$ cat config.mk
export PLATFORM = sky130hd
export DESIGN_NAME = iwd_decoder
export DESIGN_NICKNAME = d
export VERILOG_FILES = /design/src/common/iwd_pkg.sv /design/src/hdl/iwd_decoder.sv /design/src/hdl/iwd_flag_reg.sv /design/src/hdl/iwd_fields.sv
export SDC_FILE = /design/constraint.sdc
export NUM_CORES = 1
export LEC_CHECK = 0
export BUFFER_PORTS_ARGS = -buffer_cell sky130_fd_sc_hd__buf_2
export CAP_MARGIN = 5
export CORE_ASPECT_RATIO = 0.6
export CORE_MARGIN = 2
export CORE_UTILIZATION = 45
export CTS_CLUSTER_SIZE = 14
export DETAILED_ROUTE_END_ITERATION = 12
export PLACE_DENSITY = 0.76
export SETUP_SLACK_MARGIN = 0.3
export SYNTH_ARGS = -nofsm -noshare
export SYNTH_HDL_FRONTEND = slang
export SYNTH_SLANG_ARGS = --single-unit
$ cat constraint.sdc
create_clock -name clk_i -period 4.01 [get_ports clk_i]
set_input_delay 0.6015 -clock clk_i [delete_from_list [all_inputs] [get_ports clk_i]]
set_output_delay 0.6015 -clock clk_i [all_outputs]
set_load 0.005 [all_outputs]
$ cat src/common/iwd_pkg.sv
// Purpose: shared constants and types for the instruction word decoder
// Assumes: 24-bit program words, 23-bit program addresses stepping by 2
// Notes:   opcode class and register map are fixed here for all files
package iwd_pkg;
    localparam int unsigned WORD_W = 24;
    localparam int unsigned PC_W   = 23;
    localparam int unsigned WB_AW  = 8;
    // word layout
    localparam int unsigned CLS_HI    = 23;
    localparam int unsigned CLS_LO    = 20;
    localparam int unsigned TOP_HI    = 23;
    localparam int unsigned TOP_LO    = 16;
    localparam int unsigned SIZE_LO   = 18;
    localparam int unsigned SHADOW_B  = 17;
    localparam int unsigned ACC_B     = 16;
    localparam int unsigned BASE_LO   = 12;
    localparam int unsigned AWB_IND_B = 11;
    localparam int unsigned DMODE_LO  = 9;
    localparam int unsigned DREG_LO   = 5;
    localparam logic [7:0]  SECOND_TOP = 8'h00;
    localparam logic [12:0] FILE_ADDR_MAX = 13'h1FFF;
    // opcode classes
    localparam logic [3:0] CLS_ALU   = 4'h1;
    localparam logic [3:0] CLS_DMOV  = 4'h2;
    localparam logic [3:0] CLS_DGOTO = 4'h3;
    localparam logic [3:0] CLS_SKIP  = 4'h4;
    localparam logic [3:0] CLS_BRA   = 4'h5;
    localparam logic [3:0] CLS_TBLRD = 4'h6;
    localparam logic [3:0] CLS_SFRRD = 4'h7;
    localparam logic [3:0] CLS_DSP   = 4'h8;
    // size suffix and destination modes
    localparam logic [1:0] SZ_WORD  = 2'h0;
    localparam logic [1:0] SZ_BYTE  = 2'h1;
    localparam logic [1:0] SZ_DWORD = 2'h2;
    localparam logic [2:0] DM_INDEXED = 3'h6;
    localparam logic [3:0] AWB_REG = 4'hD;
    localparam logic [1:0] AWB_INC = 2'h2;
    localparam logic [PC_W-1:0] PC_STEP  = 23'h000002;
    localparam logic [PC_W-1:0] PC_RESET = 23'h000000;
    // register map and bits
    localparam logic [WB_AW-1:0] REG_CTRL   = 8'h00;
    localparam logic [WB_AW-1:0] REG_STATUS = 8'h04;
    localparam logic [WB_AW-1:0] REG_PC     = 8'h08;
    localparam logic [WB_AW-1:0] REG_COUNT  = 8'h0C;
    localparam int unsigned FL_Z = 4;
    typedef enum logic [3:0] {
        ST_FIRST  = 4'h1,
        ST_SECOND = 4'h2,
        ST_SKIP   = 4'h4,
        ST_NOP    = 4'h8
    } iwd_state_e;
endpackage

$ cat src/hdl/iwd_decoder.sv
// Purpose: instruction word and cycle decoder with Wishbone control
// Assumes: program memory returns pm_data_i for pm_addr_o in same cycle
// Notes:   one clock is one instruction cycle; see hand-over for map
// Functional notes
// - accept single-word and 48-bit double-word instructions
// - second word of a double has its top eight bits zero
// - a lone second word executes as a no-operation
// - every double-word instruction takes two cycles
// - single words take one cycle, more on skip, branch, table, sfr
// - every added cycle runs as a no-operation
// - taken skip costs two cycles, three over a double word
// - double-word moves take two cycles
// - file address is direct, zero through 0x1FFF
// - bit position field picks one of sixteen bits
// - unsigned ten-bit literal limited to 255 in byte mode
// - 23-bit program address literal has bit zero clear
// - dsp ops pick accumulator A or B, writeback W13 or [W13]+=2
// - carry, digit carry, negative, overflow, sticky zero flags
// - separate overflow and saturation flags per accumulator
// - size suffix picks byte, word (default) or double; shadow suffix
// - base register field picks W0 through W15
// - signed ten-bit literal is two's complement -512 to 511
// - destination supports direct, indirect, inc, dec and indexed modes
//
// The register addresses and the Wishbone register port were left to the implementer.
`timescale 1ns/10ps
module iwd_decoder #(
    parameter int unsigned CNT_W = 32
) (
    input  wire logic        clk_i,
    input  wire logic        rst_i,
    input  wire logic        wb_cyc_i,
    input  wire logic        wb_stb_i,
    input  wire logic        wb_we_i,
    input  wire logic [7:0]  wb_adr_i,
    input  wire logic [3:0]  wb_sel_i,
    input  wire logic [31:0] wb_dat_i,
    output logic [31:0]      wb_dat_o,
    output logic             wb_ack_o,
    output logic [22:0]      pm_addr_o,
    input  wire logic [23:0] pm_data_i,
    input  wire logic        skip_cond_i,
    input  wire logic        flag_we_i,
    input  wire logic        zero_sticky_i,
    input  wire logic [4:0]  flag_d_i,
    input  wire logic        dsp_flag_we_i,
    input  wire logic [3:0]  dsp_flag_d_i,
    output logic             issue_valid_o,
    output logic             issue_double_o,
    output logic             nop_cycle_o,
    output logic [3:0]       class_o,
    output logic [1:0]       size_o,
    output logic             shadow_o,
    output logic             acc_sel_o,
    output logic [3:0]       base_working_reg_o,
    output logic [3:0]       dest_working_reg_o,
    output logic [2:0]       dest_mode_o,
    output logic [12:0]      file_addr_o,
    output logic [3:0]       bit_pos_field_o,
    output logic [9:0]       unsigned_imm10_o,
    output logic [15:0]      signed_imm10_o,
    output logic [22:0]      unsigned_imm23_o,
    output logic [3:0]       awb_reg_o,
    output logic             awb_indirect_o,
    output logic [1:0]       awb_post_inc_o,
    output logic [4:0]       flags_o,
    output logic [3:0]       dsp_flags_o
);
    localparam int unsigned PW = iwd_pkg::PC_W;

    iwd_pkg::iwd_state_e st_r;
    iwd_pkg::iwd_state_e st_nxt;
    logic [PW-1:0]    pc_r;
    logic [PW-1:0]    pc_nxt;
    logic [23:0]      w1_r;
    logic [23:0]      ld_w1;
    logic [23:0]      ld_w2;
    logic             issue_nxt;
    logic             dbl_nxt;
    logic             nop_nxt;
    logic             badw_set;
    logic             badw_r;
    logic             run_r;
    logic             ack_r;
    logic [CNT_W-1:0] cnt_r;
    logic [31:0]      rd_val;
    logic             wr_fire;
    logic             pc_wr;
    logic [3:0]       cls;
    logic             lone;
    logic             is_dbl;
    logic [PW-1:0]    bra_off;
    logic [PW-1:0]    goto_tgt;

    assign cls    = pm_data_i[iwd_pkg::CLS_HI:iwd_pkg::CLS_LO];
    // the zero top byte is what marks a stray second word
    assign lone   = pm_data_i[iwd_pkg::TOP_HI:iwd_pkg::TOP_LO]
                    == iwd_pkg::SECOND_TOP;
    assign is_dbl = (cls == iwd_pkg::CLS_DMOV)
                    || (cls == iwd_pkg::CLS_DGOTO);
    assign bra_off  = {{(PW-11){pm_data_i[9]}}, pm_data_i[9:0], 1'b0};
    assign goto_tgt = {pm_data_i[6:0], w1_r[15:1], 1'b0};

    // bus writes land on the edge where the master sees ack
    assign wr_fire = wb_cyc_i && wb_stb_i && wb_we_i && ack_r;
    assign pc_wr   = wr_fire && (wb_adr_i == iwd_pkg::REG_PC)
                     && (wb_sel_i[2:0] == 3'h7);

    always_comb
    begin
        st_nxt    = st_r;
        pc_nxt    = pc_r;
        issue_nxt = 1'b0;
        dbl_nxt   = 1'b0;
        nop_nxt   = 1'b0;
        badw_set  = 1'b0;
        ld_w1     = pm_data_i;
        ld_w2     = 24'h000000;
        case (st_r)
            iwd_pkg::ST_FIRST:
            begin
                if (!run_r)
                begin
                    // pc only reloads while halted, never mid-sequence
                    if (pc_wr)
                    begin
                        pc_nxt = {wb_dat_i[PW-1:1], 1'b0};
                    end
                end
                else if (lone)
                begin
                    nop_nxt = 1'b1;
                    pc_nxt  = pc_r + iwd_pkg::PC_STEP;
                end
                else if (is_dbl)
                begin
                    st_nxt = iwd_pkg::ST_SECOND;
                    pc_nxt = pc_r + iwd_pkg::PC_STEP;
                end
                else
                begin
                    issue_nxt = 1'b1;
                    pc_nxt    = pc_r + iwd_pkg::PC_STEP;
                    if ((cls == iwd_pkg::CLS_SKIP) && skip_cond_i)
                    begin
                        st_nxt = iwd_pkg::ST_SKIP;
                    end
                    else if (cls == iwd_pkg::CLS_BRA)
                    begin
                        pc_nxt = pc_r + iwd_pkg::PC_STEP + bra_off;
                        st_nxt = iwd_pkg::ST_NOP;
                    end
                    else if ((cls == iwd_pkg::CLS_TBLRD)
                             || (cls == iwd_pkg::CLS_SFRRD))
                    begin
                        st_nxt = iwd_pkg::ST_NOP;
                    end
                end
            end
            iwd_pkg::ST_SECOND:
            begin
                // issue the whole 48-bit instruction now
                issue_nxt = 1'b1;
                dbl_nxt   = 1'b1;
                ld_w1     = w1_r;
                ld_w2     = pm_data_i;
                badw_set  = !lone;
                st_nxt    = iwd_pkg::ST_FIRST;
                if (w1_r[iwd_pkg::CLS_HI:iwd_pkg::CLS_LO]
                    == iwd_pkg::CLS_DGOTO)
                begin
                    pc_nxt = goto_tgt;
                end
                else
                begin
                    pc_nxt = pc_r + iwd_pkg::PC_STEP;
                end
            end
            iwd_pkg::ST_SKIP:
            begin
                nop_nxt = 1'b1;
                if (is_dbl)
                begin
                    pc_nxt = pc_r + iwd_pkg::PC_STEP + iwd_pkg::PC_STEP;
                    st_nxt = iwd_pkg::ST_NOP;
                end
                else
                begin
                    pc_nxt = pc_r + iwd_pkg::PC_STEP;
                    st_nxt = iwd_pkg::ST_FIRST;
                end
            end
            iwd_pkg::ST_NOP:
            begin
                nop_nxt = 1'b1;
                st_nxt  = iwd_pkg::ST_FIRST;
            end
            default:
            begin
                st_nxt = iwd_pkg::ST_FIRST;
            end
        endcase
    end

    always_ff @(posedge clk_i)
    begin
        if (rst_i)
        begin
            st_r           <= iwd_pkg::ST_FIRST;
            pc_r           <= iwd_pkg::PC_RESET;
            w1_r           <= 24'h000000;
            issue_valid_o  <= 1'b0;
            issue_double_o <= 1'b0;
            nop_cycle_o    <= 1'b0;
        end
        else
        begin
            st_r           <= st_nxt;
            pc_r           <= pc_nxt;
            issue_valid_o  <= issue_nxt;
            issue_double_o <= dbl_nxt;
            nop_cycle_o    <= nop_nxt;
            if (st_r == iwd_pkg::ST_FIRST)
            begin
                w1_r <= pm_data_i;
            end
        end
    end

    assign pm_addr_o = pc_r;

    iwd_fields u_fields (
        .clk_i              (clk_i),
        .rst_i              (rst_i),
        .load_i             (issue_nxt),
        .w1_i               (ld_w1),
        .w2_i               (ld_w2),
        .class_o            (class_o),
        .size_o             (size_o),
        .shadow_o           (shadow_o),
        .acc_sel_o          (acc_sel_o),
        .base_working_reg_o (base_working_reg_o),
        .dest_working_reg_o (dest_working_reg_o),
        .dest_mode_o        (dest_mode_o),
        .file_addr_o        (file_addr_o),
        .bit_pos_field_o    (bit_pos_field_o),
        .unsigned_imm10_o   (unsigned_imm10_o),
        .signed_imm10_o     (signed_imm10_o),
        .unsigned_imm23_o   (unsigned_imm23_o),
        .awb_reg_o          (awb_reg_o),
        .awb_indirect_o     (awb_indirect_o),
        .awb_post_inc_o     (awb_post_inc_o)
    );

    iwd_flag_reg #(
        .W      (5),
        .STICKY (5'h10)
    ) u_mcu_flags (
        .clk_i    (clk_i),
        .rst_i    (rst_i),
        .we_i     (flag_we_i),
        .sticky_i (zero_sticky_i),
        .d_i      (flag_d_i),
        .q_o      (flags_o)
    );

    iwd_flag_reg #(
        .W      (4),
        .STICKY (4'h0)
    ) u_dsp_flags (
        .clk_i    (clk_i),
        .rst_i    (rst_i),
        .we_i     (dsp_flag_we_i),
        .sticky_i (1'b0),
        .d_i      (dsp_flag_d_i),
        .q_o      (dsp_flags_o)
    );

    // wishbone: ack one cycle after the strobe, dropped the next
    always_ff @(posedge clk_i)
    begin
        if (rst_i)
        begin
            ack_r    <= 1'b0;
            wb_dat_o <= 32'h00000000;
        end
        else
        begin
            ack_r <= wb_cyc_i && wb_stb_i && !ack_r;
            if (wb_cyc_i && wb_stb_i && !ack_r)
            begin
                wb_dat_o <= rd_val;
            end
        end
    end
    assign wb_ack_o = ack_r;

    always_comb
    begin
        rd_val = 32'h00000000;
        if (wb_adr_i == iwd_pkg::REG_CTRL)
        begin
            rd_val = {31'h00000000, run_r};
        end
        else if (wb_adr_i == iwd_pkg::REG_STATUS)
        begin
            rd_val = {18'h00000, st_r, dsp_flags_o, flags_o, badw_r};
        end
        else if (wb_adr_i == iwd_pkg::REG_PC)
        begin
            rd_val = {9'h000, pc_r};
        end
        else if (wb_adr_i == iwd_pkg::REG_COUNT)
        begin
            rd_val = 32'(cnt_r);
        end
    end

    always_ff @(posedge clk_i)
    begin
        if (rst_i)
        begin
            run_r <= 1'b0;
        end
        else if (wr_fire && (wb_adr_i == iwd_pkg::REG_CTRL) && wb_sel_i[0])
        begin
            run_r <= wb_dat_i[0];
        end
    end

    // set wins over a simultaneous write-one clear
    always_ff @(posedge clk_i)
    begin
        if (rst_i)
        begin
            badw_r <= 1'b0;
        end
        else if (badw_set)
        begin
            badw_r <= 1'b1;
        end
        else if (wr_fire && (wb_adr_i == iwd_pkg::REG_STATUS)
                 && wb_sel_i[0] && wb_dat_i[0])
        begin
            badw_r <= 1'b0;
        end
    end

    always_ff @(posedge clk_i)
    begin
        if (rst_i)
        begin
            cnt_r <= '0;
        end
        else if (wr_fire && (wb_adr_i == iwd_pkg::REG_COUNT))
        begin
            cnt_r <= '0;
        end
        else if (issue_nxt)
        begin
            cnt_r <= cnt_r + 1'b1;
        end
    end
endmodule

$ cat src/hdl/iwd_flag_reg.sv
// Purpose: status flag group with optional sticky bits
// Assumes: d_i sampled when we_i is high
// Notes:   sticky bits can only clear while sticky_i is high
`timescale 1ns/10ps
module iwd_flag_reg #(
    parameter int unsigned   W      = 5,
    parameter logic [W-1:0]  STICKY = '0
) (
    input  wire logic         clk_i,
    input  wire logic         rst_i,
    input  wire logic         we_i,
    input  wire logic         sticky_i,
    input  wire logic [W-1:0] d_i,
    output logic      [W-1:0] q_o
);
    always_ff @(posedge clk_i)
    begin
        if (rst_i)
        begin
            q_o <= '0;
        end
        else if (we_i)
        begin
            // sticky bits keep a clear across multi-step sequences
            if (sticky_i)
            begin
                q_o <= (d_i & ~STICKY) | (d_i & q_o & STICKY);
            end
            else
            begin
                q_o <= d_i;
            end
        end
    end
endmodule

$ cat src/hdl/iwd_fields.sv
// Purpose: operand field extraction for one issued instruction
// Assumes: load_i pulses once per issue, w2_i zero for single words
// Notes:   all outputs are flip-flops, stable until the next issue
`timescale 1ns/10ps
module iwd_fields (
    input  wire logic        clk_i,
    input  wire logic        rst_i,
    input  wire logic        load_i,
    input  wire logic [23:0] w1_i,
    input  wire logic [23:0] w2_i,
    output logic [3:0]       class_o,
    output logic [1:0]       size_o,
    output logic             shadow_o,
    output logic             acc_sel_o,
    output logic [3:0]       base_working_reg_o,
    output logic [3:0]       dest_working_reg_o,
    output logic [2:0]       dest_mode_o,
    output logic [12:0]      file_addr_o,
    output logic [3:0]       bit_pos_field_o,
    output logic [9:0]       unsigned_imm10_o,
    output logic [15:0]      signed_imm10_o,
    output logic [22:0]      unsigned_imm23_o,
    output logic [3:0]       awb_reg_o,
    output logic             awb_indirect_o,
    output logic [1:0]       awb_post_inc_o
);
    always_ff @(posedge clk_i)
    begin
        if (rst_i)
        begin
            class_o            <= 4'h0;
            size_o             <= iwd_pkg::SZ_WORD;
            shadow_o           <= 1'b0;
            acc_sel_o          <= 1'b0;
            base_working_reg_o <= 4'h0;
            dest_working_reg_o <= 4'h0;
            dest_mode_o        <= 3'h0;
            file_addr_o        <= 13'h0000;
            bit_pos_field_o    <= 4'h0;
            unsigned_imm10_o   <= 10'h000;
            signed_imm10_o     <= 16'h0000;
            unsigned_imm23_o   <= 23'h000000;
            awb_reg_o          <= 4'h0;
            awb_indirect_o     <= 1'b0;
            awb_post_inc_o     <= 2'h0;
        end
        else if (load_i)
        begin
            class_o            <= w1_i[iwd_pkg::CLS_HI:iwd_pkg::CLS_LO];
            size_o             <= w1_i[iwd_pkg::SIZE_LO+:2];
            shadow_o           <= w1_i[iwd_pkg::SHADOW_B];
            acc_sel_o          <= w1_i[iwd_pkg::ACC_B];
            base_working_reg_o <= w1_i[iwd_pkg::BASE_LO+:4];
            dest_working_reg_o <= w1_i[iwd_pkg::DREG_LO+:4];
            dest_mode_o        <= w1_i[iwd_pkg::DMODE_LO+:3];
            file_addr_o        <= w1_i[12:0] & iwd_pkg::FILE_ADDR_MAX;
            bit_pos_field_o    <= w1_i[3:0];
            // byte ops only see the low eight bits of the literal
            if (w1_i[iwd_pkg::SIZE_LO+:2] == iwd_pkg::SZ_BYTE)
            begin
                unsigned_imm10_o <= {2'h0, w1_i[7:0]};
            end
            else
            begin
                unsigned_imm10_o <= w1_i[9:0];
            end
            signed_imm10_o     <= {{6{w1_i[9]}}, w1_i[9:0]};
            unsigned_imm23_o   <= {w2_i[6:0], w1_i[15:1], 1'b0};
            awb_reg_o          <= iwd_pkg::AWB_REG;
            awb_indirect_o     <= w1_i[iwd_pkg::AWB_IND_B];
            awb_post_inc_o     <= w1_i[iwd_pkg::AWB_IND_B] ?
                                  iwd_pkg::AWB_INC : 2'h0;
        end
    end
endmodule

# Yosys cells after proc, flatten, opt, wreduce, memory -nomap -nowiden
# Cells that the tools add are included.
# word_totals
latch_bits,0
ram_bits,0
register_bits,212
n_memories,0
mem_bits_ro,0
inputBits,86
output_inout_bits,160
# classes
order_cmp,0
shifts,0
addsub,4
eq_ne,20
mul,0
mux,37
div,0
n_reduce_logical,25
bitwise_logic,2
# ops
op,count
23-bit 2-to-1 mux,8
32-bit 2-to-1 mux,4
23-bit case mux with 3 select lines,1
23-bit by 2-bit adder with 23-bit output (second input constant),2
32-bit by 1-bit adder with 32-bit output (second input constant),1
4-bit 2-to-1 mux,7
24-bit 2-to-1 mux,1
23-bit adder,1
4-bit by 3-bit equality test with 1-bit output (second input constant),5
4-bit by 2-bit equality test with 1-bit output (second input constant),4
8-bit by 4-bit equality test with 1-bit output (second input constant),2
8-bit zero test,2
1-bit logical AND,13
10-bit 2-to-1 mux,1
1-bit 2-to-1 mux,9
8-bit by 3-bit equality test with 1-bit output (second input constant),1
4-bit case mux with 2 select lines,1
7-bit 2-to-1 mux,1
5-bit bitwise AND,1
5-bit 2-to-1 mux,1
5-bit inequality test (second input constant),1
4-bit by 5-bit OR with 5-bit output,1
4-bit by 1-bit equality test with 1-bit output (second input constant),1
4-bit equality test (second input constant),1
13 further kinds,18

# Logic depth before layout (Yosys ltp)
# Gate-level depths: netlist (run 1).
# depth
word_depth,9
ltp_mapped,17

# Hierarchy
# A second synthesis (run 1) with hierarchy kept.
# unflattened
cells_unflattened,1400
area_unflattened_um2,10685.2
# by_module_without_submodules
module,seq_area_each_um2,area_each_um2,instances,cells_each
iwd_decoder,2402.3,8649.5,1,1197
iwd_fields,680.7,1697.9,1,172
iwd_flag_reg (u_mcu_flags),100.1,197.7,1,18
iwd_flag_reg (u_dsp_flags),80.1,140.1,1,13

# Worst setup path after synthesis (run 1)
# Ideal clock, no wire load.
# synth_path
kind,register -> register
startpoint,register pc_r[3] (netlist: pm_addr_o[3])
endpoint,register pc_r[20] (netlist: pm_addr_o[20])
path_stages_with_launch,15
setup_slack_ns,0.394
period_less_slack_ns,3.616
required_ns,3.882
setup_time_ns,0.128
n_path_buf,0
arrival_time_ns,3.489
cell_sequence,dfxtp_1 ha_1 nand3_1 nor4_1 a31o_2 and2_1 inv_1 ha_1 or3_1 o32ai_1 nor2_1 a2111oi_0 o311ai_0 a221oi_1 nor2_1
# synth_between
elab_chain_len,8
elab_cells_between_ends,11
cone_classes,3 x add/sub; 8 x mux
# synth_rtl
item,line_no,rtl
"start, declared",iwd_decoder.sv:73,logic [PW-1:0] pc_r;
"start signal, assigned",iwd_decoder.sv:210,pc_r <= iwd_pkg::PC_RESET;
"start signal, assigned",iwd_decoder.sv:219,pc_r <= pc_nxt;
23-bit by 2-bit adder with 23-bit output *,n/a,
23-bit adder,iwd_decoder.sv:150,pc_nxt = pc_r + iwd_pkg::PC_STEP + bra_off;
23-bit 2-to-1 mux,iwd_decoder.sv:148,else if (cls == iwd_pkg::CLS_BRA)
23-bit 2-to-1 mux,iwd_decoder.sv:144,if ((cls == iwd_pkg::CLS_SKIP) && skip_cond_i)
23-bit 2-to-1 mux,iwd_decoder.sv:135,else if (is_dbl)
23-bit 2-to-1 mux,iwd_decoder.sv:130,else if (lone)
23-bit 2-to-1 mux,iwd_decoder.sv:122,if (!run_r)
23-bit case mux with 3 select lines *,iwd_decoder.sv:119,case (st_r)
# Mark *: on every way between the ends. The rest lies on a longest branch, timed or not.
# A chain may end at the register's enable or synchronous reset.

# Final worst setup path (run 1)
# layout_path
startpoint,register pc_r[2] (netlist: pm_addr_o[2])
endpoint,register pc_r[22] (netlist: pm_addr_o[22])
# The elaborated chain is that of the path after synthesis.

==> results of run 1 <==
==> repair_timing <==
| item | 4_1_cts | 5_1_grt |
|---|---|---|
| resized for setup | 6 | 39 |
| setup buffers | 1 | 2 |
| endpoints found under the setup margin | 1 | 11 |
| pin swaps | 1 | 7 |
==> synthesized netlist by cell type (14+ instances only) <==
library cell	number	area (um^2)
a22oi_1	30	225.2
o211ai_1	16	120.1
dfxtp_1	163	3263
ha_1	29	362.9
nor3_1	22	110.1
inv_1	36	135.1
mux2i_1	25	250.2
clkbuf_1	63	236.5
o21ai_0	56	280.3
a22o_1	16	140.1
buf_4	66	495.5
and3_1	20	125.1
a211oi_1	14	105.1
nand2_1	163	611.8
nand4_1	15	93.84
xnor2_1	38	332.8
mux2_2	14	157.7
a21oi_1	87	435.4
xor2_1	18	157.7
a311oi_1	31	271.5
nand3_1	29	145.1
nor2_1	177	664.4
or3_1	20	125.1
==> flip-flops by register name (all words and copies together), names as in the netlist, 2 cells and up <==
register	count
u_fields.signed_imm10_o	9
cnt_r	32
st_r	4
u_fields.file_addr_o	3
u_dsp_flags.q_o	4
pm_addr_o	22
u_fields.base_working_reg_o	3
u_mcu_flags.q_o	5
u_fields.unsigned_imm23_o	8
u_fields.size_o	2
w1_r	24
wb_dat_o	32
u_fields.class_o	4
u_fields.unsigned_imm10_o	2
==> metrics by stage <==
stage               hold slack [ps]  cells
floorplan                     436.6   1336
detailed placement            454.7   1788
CTS                           380.5   1821
global placement              443.8   1788
global route                  406.3   1823
finish                        400.1   1823
==> worst min-delay path by stage <==
stage                     cells past startpoint  slack (ps)                 end
after global routing                          3         410  u_mcu_flags.q_o[1]
after CTS                                     3         380  u_mcu_flags.q_o[1]
after detailed placement                      2         450            w1_r[17]
after global placement                        2         440            w1_r[16]
final                                         3         400  u_mcu_flags.q_o[1]
after floorplan                               2         440             w1_r[0]
==> power by group <==
part           internal, mW  switching (mW)
sequential             1.64          0.0207
combinational        0.0927           0.160
clock                  1.07           0.716
==> worst max-delay path, stage by stage, from the launching register on <==
cell,delay (ps)
dfxtp_1,370
buf_4,170
ha_2,210
nand3_2,150
nor4_2,350
buf_4,200
a31o_2,160
and2_1,190
inv_1,90
ha_1,400
nand3_1,160
or3_1,330
or3_1,330
nand3_1,140
xor2_1,150
o2bb2ai_1,80
==> logic make-up (layout without fill, tap and decap cells) <==
family / after synthesis / after routing / synth area share [%]
and+or+nand+nor: 516 / 516 / 23.40
AOI/OAI and AO/OA: 344 / 344 / 23.03
buffers and inverters: 183 / 362 / 9.397
DFF: 163 / 163 / 31.58
xor gates and xnor gates: 57 / 57 / 4.904
muxes: 39 / 39 / 3.948
adders and majority gates: 30 / 30 / 3.706
other: 1 / 4 / 0.03629
==> layout make-up <==
| cell class | count | share of cell area, % |
|---|---|---|
| repair buffers | 292 | 13.11 |
| clock inverters | 14 | 1.620 |
| clock buffers | 18 | 3.554 |
| inverters | 38 | 1.154 |
| well taps | 308 | 3.119 |
| multi-input cells | 990 | 50.95 |
| flip-flops and latches | 163 | 26.49 |
==> layer usage <==
layer | global-route usage, % | wire (um)
met5 | 0 | 0
met1 | 43.30 | 16410
met4 | 6.759 | 456
met3 | 8.255 | 4444
met2 | 40.89 | 14660
==> results.json, run 1 <==
{
  "status": "finished, final reports clean",
  "fmax_mhz": 276.7,
  "grt_pass1_wl_mm": 54.24,
  "num_vias": 10820,
  "final_hold_viol_count": 0,
  "yosys_warnings": 0,
  "r2r-start": "pm_addr_o[2]",
  "drv_slew": 0,
  "drtPass1Iterations": 6,
  "critPathLaunchType": "flip-flop",
  "synthCells": 1333,
  "fin_worst_skew_ps": 13.20,
  "cts_tree": "yes",
  "die_y_um": 121.4,
  "cap_viol_max_count": 0,
  "area_growth_pct": 19.59,
  "synth_flop_cell": "dfxtp_1",
  "synth_edf_count": 0,
  "power_leakage_nw": 5.345,
  "pre_cts_ws_ps": 237.2,
  "final_util_pct": 55.46,
  "startpoint": "pm_addr_o[2]",
  "relSlewSlack_pct": 18.78,
  "cp.required_ps": 4340,
  "seqCellArea_mm2": 0.003273,
  "h-tree-depth": 4,
  "root_buffer": "clkbuf_16",
  "cp_max_fo": 6,
  "ios": 246,
  "tightest_slew_ps": 1215,
  "overflow": 0,
  "port_buffers": 231,
  "finalPower_mw": 3.696,
  "syn_avg_cell_area_um2": 7.751,
  "die_w_um": 199.6,
  "ir_drop_mv": 0.3005,
  "nNetsFinal": 1618,
  "clk_pin_slew_ps": 70,
  "drcViolationCount": 0,
  "diodes": 0,
  "r2r_end": "pm_addr_o[22]",
  "ys_seq_area_share_pct": 31.58,
  "p_per_area_mw_per_mm2": 299.1,
  "hold_buffers": 0,
  "final_cell_mix": "230 x buf_2, 174 x nor2_1, 161 x nand2_1",
  "grt_max_degree": 86,
  "period_share_pct": 90.12,
  "synth-async-reset-ratio_pct": 0,
  "antenna_left": 0,
  "min_period_ps": 3614,
  "hp-start": "flag_d_i[1]",
  "dr.first_iter.drc_count": 1193,
  "die_area_mm2": 0.02423,
  "dpl_cell_area_mm2": 0.01151,
  "clockBufferDepth": 2,
  "antenna_found_initial": 2,
  "grt_pass1_vias": 9579,
  "coreArea_mm2": 0.02228,
  "setup_ws_ps": 396.3,
  "start_util_pct": 46.37,
  "cts_buffers": 17,
  "yosysUniqueCellTypes": 87,
  "ys_ff_latch": 163,
  "crit_end": "pm_addr_o[22]",
  "r2r_slack_ps": 400,
  "grt_use_total_pct": 29.12,
  "place_hpwl_mm": 26.68,
  "wl_mm": 35.97,
  "arrival_ps": 3950,
  "multi_input_area_mm2": 0.006296,
  "worstSkewPairLatency_ps": 440,
  "rsz0062_at_grt": "true",
  "fin_area_mm2": 0.01236,
  "layout_commonest_cell": "buf_2",
  "crit_type": "flip-flop to flip-flop",
  "setup_violations": 0,
  "crit_path_end_kind": "flip-flop",
  "r2r_cells": 15,
  "setup_tns_ps": 0,
  "avgRoutedWirePerCell_um": 19.73,
  "fillers": 2133,
  "rows": 42,
  "syn-cell-area_mm2": 0.01033,
  "hold_class": "primary input to flip-flop",
  "clock-sinks": 163,
  "drive_gt1_share_pct": 26.34,
  "viasPerCell": 5.935,
  "gp_congestion": 1.002
}
Note: power is estimated with default switching activity, not from simulation.
==> inputs of run 2 (changes only) <==
==> constraint.sdc (replaced) <==
create_clock -name clk_i -period 3.8 [get_ports clk_i]
set_input_delay 0.57 -clock clk_i [delete_from_list [all_inputs] [get_ports clk_i]]
set_output_delay 0.57 -clock clk_i [all_outputs]
set_load 0.005 [all_outputs]
==> run 2 against run 1 <==
- clock power grew 5%
- combinational power up 11%
- sequential share of layout area down 0.80 points
- final cell count is 2.0% higher
==> results.json, run 2 (synthesized netlist as in run 1, its figures left out) <==
{
  "grt_pass1_vias": 10140,
  "critPathLaunchType": "flip-flop",
  "power_leakage_nw": 5.568,
  "fillers": 2074,
  "cp.required_ps": 4110,
  "port_buffers": 231,
  "tightest_slew_ps": 955.6,
  "place_hpwl_mm": 27.44,
  "crit_path_frequent_cell": "ha_4",
  "gp_congestion": 0.9783,
  "dr.first_iter.drc_count": 1200,
  "nNetsFinal": 1655,
  "drtPass1Iterations": 6,
  "cts_buffers": 17,
  "ir_drop_mv": 0.3144,
  "crit_type": "flip-flop to flip-flop",
  "grt_use_total_pct": 30.25,
  "hold_class": "primary input to flip-flop",
  "layout_commonest_cell": "buf_2",
  "num_vias": 11120,
  "finalPower_mw": 3.910,
  "cts_tree": "yes",
  "diodes": 0,
  "fin_worst_skew_ps": 12.99,
  "die_area_mm2": 0.02423,
  "drive_gt1_share_pct": 28.93,
  "rsz0062_at_grt": "true",
  "multi_input_area_mm2": 0.006421,
  "antenna_found_initial": 1,
  "period_share_pct": 90.22,
  "area_growth_pct": 23.73,
  "crit_path_end_kind": "flip-flop",
  "antenna_left": 0,
  "root_buffer": "clkbuf_16",
  "worstSkewPairLatency_ps": 450,
  "ios": 246,
  "cp_max_fo": 5,
  "cpPeakStageDelay_ps": 550,
  "avgRoutedWirePerCell_um": 20.05,
  "clk_pin_slew_ps": 70,
  "grt_pass1_wl_mm": 56.19,
  "grt_max_degree": 61,
  "cp_cell_sequence": "ha_4, nand3_4, or4_4, or3_4, and2_2, inv_1, ha_4, buf_4, nand3_2, nor3_1, a2111oi_4, o311ai_2, a221oi_1, nor2_1",
  "fmax_mhz": 291.7,
  "r2r_cells": 14,
  "fin_cells": 1860,
  "clockBufferDepth": 2,
  "final_hold_viol_count": 0,
  "reg_top3": "cnt_r (32), wb_dat_o (32), w1_r (24)",
  "coreArea_mm2": 0.02228,
  "fin_area_mm2": 0.01278,
  "drcViolationCount": 0,
  "holdPathStages": 3,
  "holdWs_ps": 374.7,
  "h-tree-depth": 4,
  "overflow": 0,
  "cap_viol_max_count": 0,
  "clock-sinks": 163,
  "cp_slowest_cell": "or4_4",
  "die_y_um": 121.4,
  "min_period_ps": 3428,
  "wl_mm": 37.30,
  "arrival_ps": 3740,
  "final_cell_mix": "230 x buf_2, 173 x nor2_1, 161 x nand2_1",
  "relSlewSlack_pct": 36.13,
  "status": "finished, final reports clean",
  "setup_violations": 0,
  "p_per_area_mw_per_mm2": 305.9,
  "placed_cells": 1825,
  "setup_tns_ps": 0,
  "rows": 42,
  "seqCellArea_mm2": 0.003284,
  "start_util_pct": 46.37,
  "viasPerCell": 5.977,
  "dpl_cell_area_mm2": 0.01181,
  "drv_slew": 0,
  "die_w_um": 199.6
}
run 2: cell count changes in the layout (fill, tap and decap cells not counted), sizes merged:
cell      delta
clkinv       +2
buf         +37
clkinvlp     +1
inv          -3
run 2: layout make-up:
| type | instances | share of cell area [%] |
|---|---|---|
| Multi-Input combinational cell | 990 | 50.22 |
| Inverter | 38 | 1.145 |
| Sequential cell | 163 | 25.69 |
| Clock buffer | 18 | 3.357 |
| Tap cell | 308 | 3.014 |
| Clock inverter | 14 | 1.595 |
| Timing Repair Buffer | 329 | 14.97 |
run 2: timing repair:
action | CTS | global route
gates resized for setup | 28 | 47
buffers inserted | 1 | 2
pin swaps | 3 | 18
hold buffers | 0 | 0
endpoints found under the setup margin | 10 | 12
run 2: layer usage:
layer	global-route usage (%)	wire length (um)	vias up
met3	10.26	4949	59
met4	8.056	627	0
li1	-	-	5132
met1	42.45	16350	5241
met2	43.86	15370	686
met5	0	0	-
run 2: per-stage QoR:
stage                     worst slack, ps  utilization [%]
after floorplan                     320.0                -
after global placement              6.982            52.99
after detailed placement            47.47            52.99
after CTS                           294.3            56.41
after global routing                204.4            57.38
final                               371.6            57.38
run 2: worst max-delay path: cells and delay by family (launching register included):
kind / cells / cell delay, ps
simple gates: 7 / 1410
buf+inv: 2 / 270
fa+ha+maj: 2 / 380
flops: 1 / 390
compound gates: 3 / 840
run 2: where the power goes:
part,total (mW),switching (mW),internal [mW],leakage (nW)
combinational,0.282,0.173,0.109,3.94
clock,1.88,0.771,1.11,0.303
sequential,1.75,0.0216,1.72,1.33
total,3.91,0.966,2.94,5.57
run 2: path summary, 6_finish.rpt:
path | slack (ps) | end | from
setup / recovery | 370 | pm_addr_o[20] | pm_addr_o[2]
hold / removal | 370 | u_dsp_flags.q_o[1] | dsp_flag_d_i[1]
setup reg to reg | 370 | pm_addr_o[20] | pm_addr_o[2]
hold reg to reg | 460 | w1_r[0] | w1_r[0]
==> inputs of run 3 (changes only) <==
--- a/config.mk
+++ b/config.mk
@@ -6,7 +6,6 @@
 export NUM_CORES = 1
 export LEC_CHECK = 0
 export BUFFER_PORTS_ARGS = -buffer_cell sky130_fd_sc_hd__buf_2
-export CAP_MARGIN = 5
 export CORE_ASPECT_RATIO = 0.6
 export CORE_MARGIN = 2
 export CORE_UTILIZATION = 45
==> constraint.sdc (replaced) <==
create_clock -name clk_i -period 3.4 [get_ports clk_i]
set_input_delay 0.51 -clock clk_i [delete_from_list [all_inputs] [get_ports clk_i]]
set_output_delay 0.51 -clock clk_i [all_outputs]
set_load 0.005 [all_outputs]
==> run 3 against run 2 <==
- register-to-register slack lost 250 ps
- critical endpoint is now pm_addr_o[18]
- clock power grew 14%
- sequential share of layout area shrank 2.1 points
- total power grew 14%
- clock skew shrank 2.7 ps
- cell area grew 8.9%
- core utilization grew 5.1 points
- critical path depth is the same
==> results.json, run 3 (synthesized netlist as in run 1, its figures left out) <==
{
  "grt_pass1_wl_mm": 58.44,
  "rows": 42,
  "finalPower_mw": 4.451,
  "cap_viol_max_count": 0,
  "port_buffers": 231,
  "root_buffer": "clkbuf_16",
  "h-tree-depth": 4,
  "clockBufferDepth": 2,
  "coreArea_mm2": 0.02228,
  "die_area_mm2": 0.02423,
  "drv_slew": 0,
  "cp_max_fo": 5,
  "fin_area_mm2": 0.01392,
  "seq_power_share_pct": 43.9,
  "gp_congestion": 0.9502,
  "crit_type": "flip-flop to flip-flop",
  "grt_max_degree": 100,
  "arrival_ps": 3620,
  "dr.first_iter.drc_count": 1257,
  "drcViolationCount": 0,
  "dpl_cell_area_mm2": 0.01222,
  "clock-sinks": 163,
  "setup_ws_ps": 124.4,
  "cp.required_ps": 3740,
  "tightest_slew_ps": 836.3,
  "hold_class": "primary input to flip-flop",
  "fin_worst_skew_ps": 10.30,
  "power.switching_mw": 1.064,
  "status": "finished, final reports clean",
  "ios": 246,
  "grt_use_total_pct": 31.52,
  "die_w_um": 199.6,
  "grt_pass1_vias": 10290,
  "drtPass1Iterations": 9,
  "die_y_um": 121.4,
  "final_cell_mix": "230 x buf_2, 171 x nor2_1, 160 x nand2_1",
  "crit_path_end_kind": "flip-flop",
  "cts_tree": "yes",
  "drive_gt1_share_pct": 35.78,
  "overflow": 0,
  "area_growth_pct": 34.71,
  "ir_drop_mv": 0.3503,
  "period_share_pct": 96.34,
  "power_leakage_nw": 6.031,
  "nNetsFinal": 1727,
  "viasPerCell": 5.933,
  "hold_buffers": 0,
  "switching_share_pct": 23.91,
  "fmax_mhz": 305.3,
  "place_hpwl_mm": 28.42,
  "critPathLaunchType": "flip-flop",
  "avgRoutedWirePerCell_um": 20.18,
  "pre_cts_ws_ps": -96.54,
  "antenna_found_initial": 1,
  "min_period_ps": 3276,
  "worstSkewPairLatency_ps": 440,
  "wl_mm": 39.00,
  "reg_top3": "cnt_r (32), wb_dat_o (32), w1_r (24)",
  "p_per_area_mw_per_mm2": 319.8,
  "setup_violations": 0,
  "p_int_mw": 3.386,
  "p_comb_share_pct": 8.1,
  "cts_buffers": 17,
  "rsz0062_at_grt": "true",
  "clockPowerShare_pct": 48.0,
  "clk_pin_slew_ps": 70,
  "final_hold_viol_count": 0,
  "start_util_pct": 46.37,
  "antenna_left": 0,
  "setup_tns_ps": 0,
  "num_vias": 11470,
  "relSlewSlack_pct": 44.09,
  "layout_commonest_cell": "buf_2"
}
[run 3: cell count changes in the layout (fill, tap and decap cells not counted), moves of 6 or more]
cell | previous run | this run
inv_1 | 34 | 28
buf_4 | 96 | 159
a21oi_1 | 85 | 79
nand3_1 | 28 | 22
nand3_4 | 1 | 8
ha_4 | 6 | 17
ha_1 | 22 | 11
buf_6 | 2 | 10
[run 3: path summary, 6_finish.rpt]
path	startpoint	endpoint	slack (ps)	cells past startpoint
worst max-delay path	pm_addr_o[1]	pm_addr_o[18]	120	14
worst min-delay path	flag_d_i[0]	u_mcu_flags.q_o[0]	320	3
worst max register to register	pm_addr_o[1]	pm_addr_o[18]	120	14
worst min register to register	w1_r[0]	w1_r[0]	460	2
[run 3: cell type report]
cell class | instances | area (um^2)
fillers | 1954 | 8363
multi-input cells | 990 | 6952
flip-flops and latches | 163 | 3284
repair buffers | 401 | 2492
clock buffers | 21 | 480.5
well taps | 308 | 385.4
clock inverters | 11 | 173.9
inverters | 38 | 147.6
diodes | 1 | 2.502
[run 3: metal layers]
metal	GRT usage, %	part of all wire [%]	vias to the layer above
li1	-	-	5281
met1	47.39	45	5434
met2	45.18	42	694
met3	7.337	12	60
met4	6.713	1.4	0
met5	0	0	-
[run 3: power groups by stage]
| stage | Combinational (mW) | Sequential, mW | Clock (mW) |
|---|---|---|---|
| after floorplan | 0.165 | 1.99 | 0 |
| after global placement | 0.307 | 2.00 | 0 |
| after detailed placement | 0.313 | 2.00 | 0 |
| after CTS | 0.334 | 1.95 | 2.15 |
| after global routing | 0.386 | 1.95 | 2.23 |
| final | 0.361 | 1.95 | 2.14 |
[run 3: what timing repair did]
item,CTS,global route
setup endpoints to repair,14,20
gates resized for setup,82,67
setup buffers,26,12
pin swaps,49,45
[run 3: through the flow]
stage	util, %	hold WS (ps)	std cells
after global placement	54.86	442.9	1862
final	62.47	317.7	1933
after detailed placement	54.86	448.5	1862
after floorplan	-	436.6	1336
after global routing	62.46	321.3	1932
after CTS	60.56	302.1	1920
[run 3: worst max-delay path, stage by stage, from the launching register on]
cell      delay, ps
dfxtp_4         370
ha_4            150
buf_6           100
nand3_4          90
or4_4           530
or3_4           360
and2_4          160
inv_4            70
ha_4            230
buf_6           120
a21o_1          180
a31oi_4         250
xnor2_2         150
nand4_1         110
a311oi_1        310
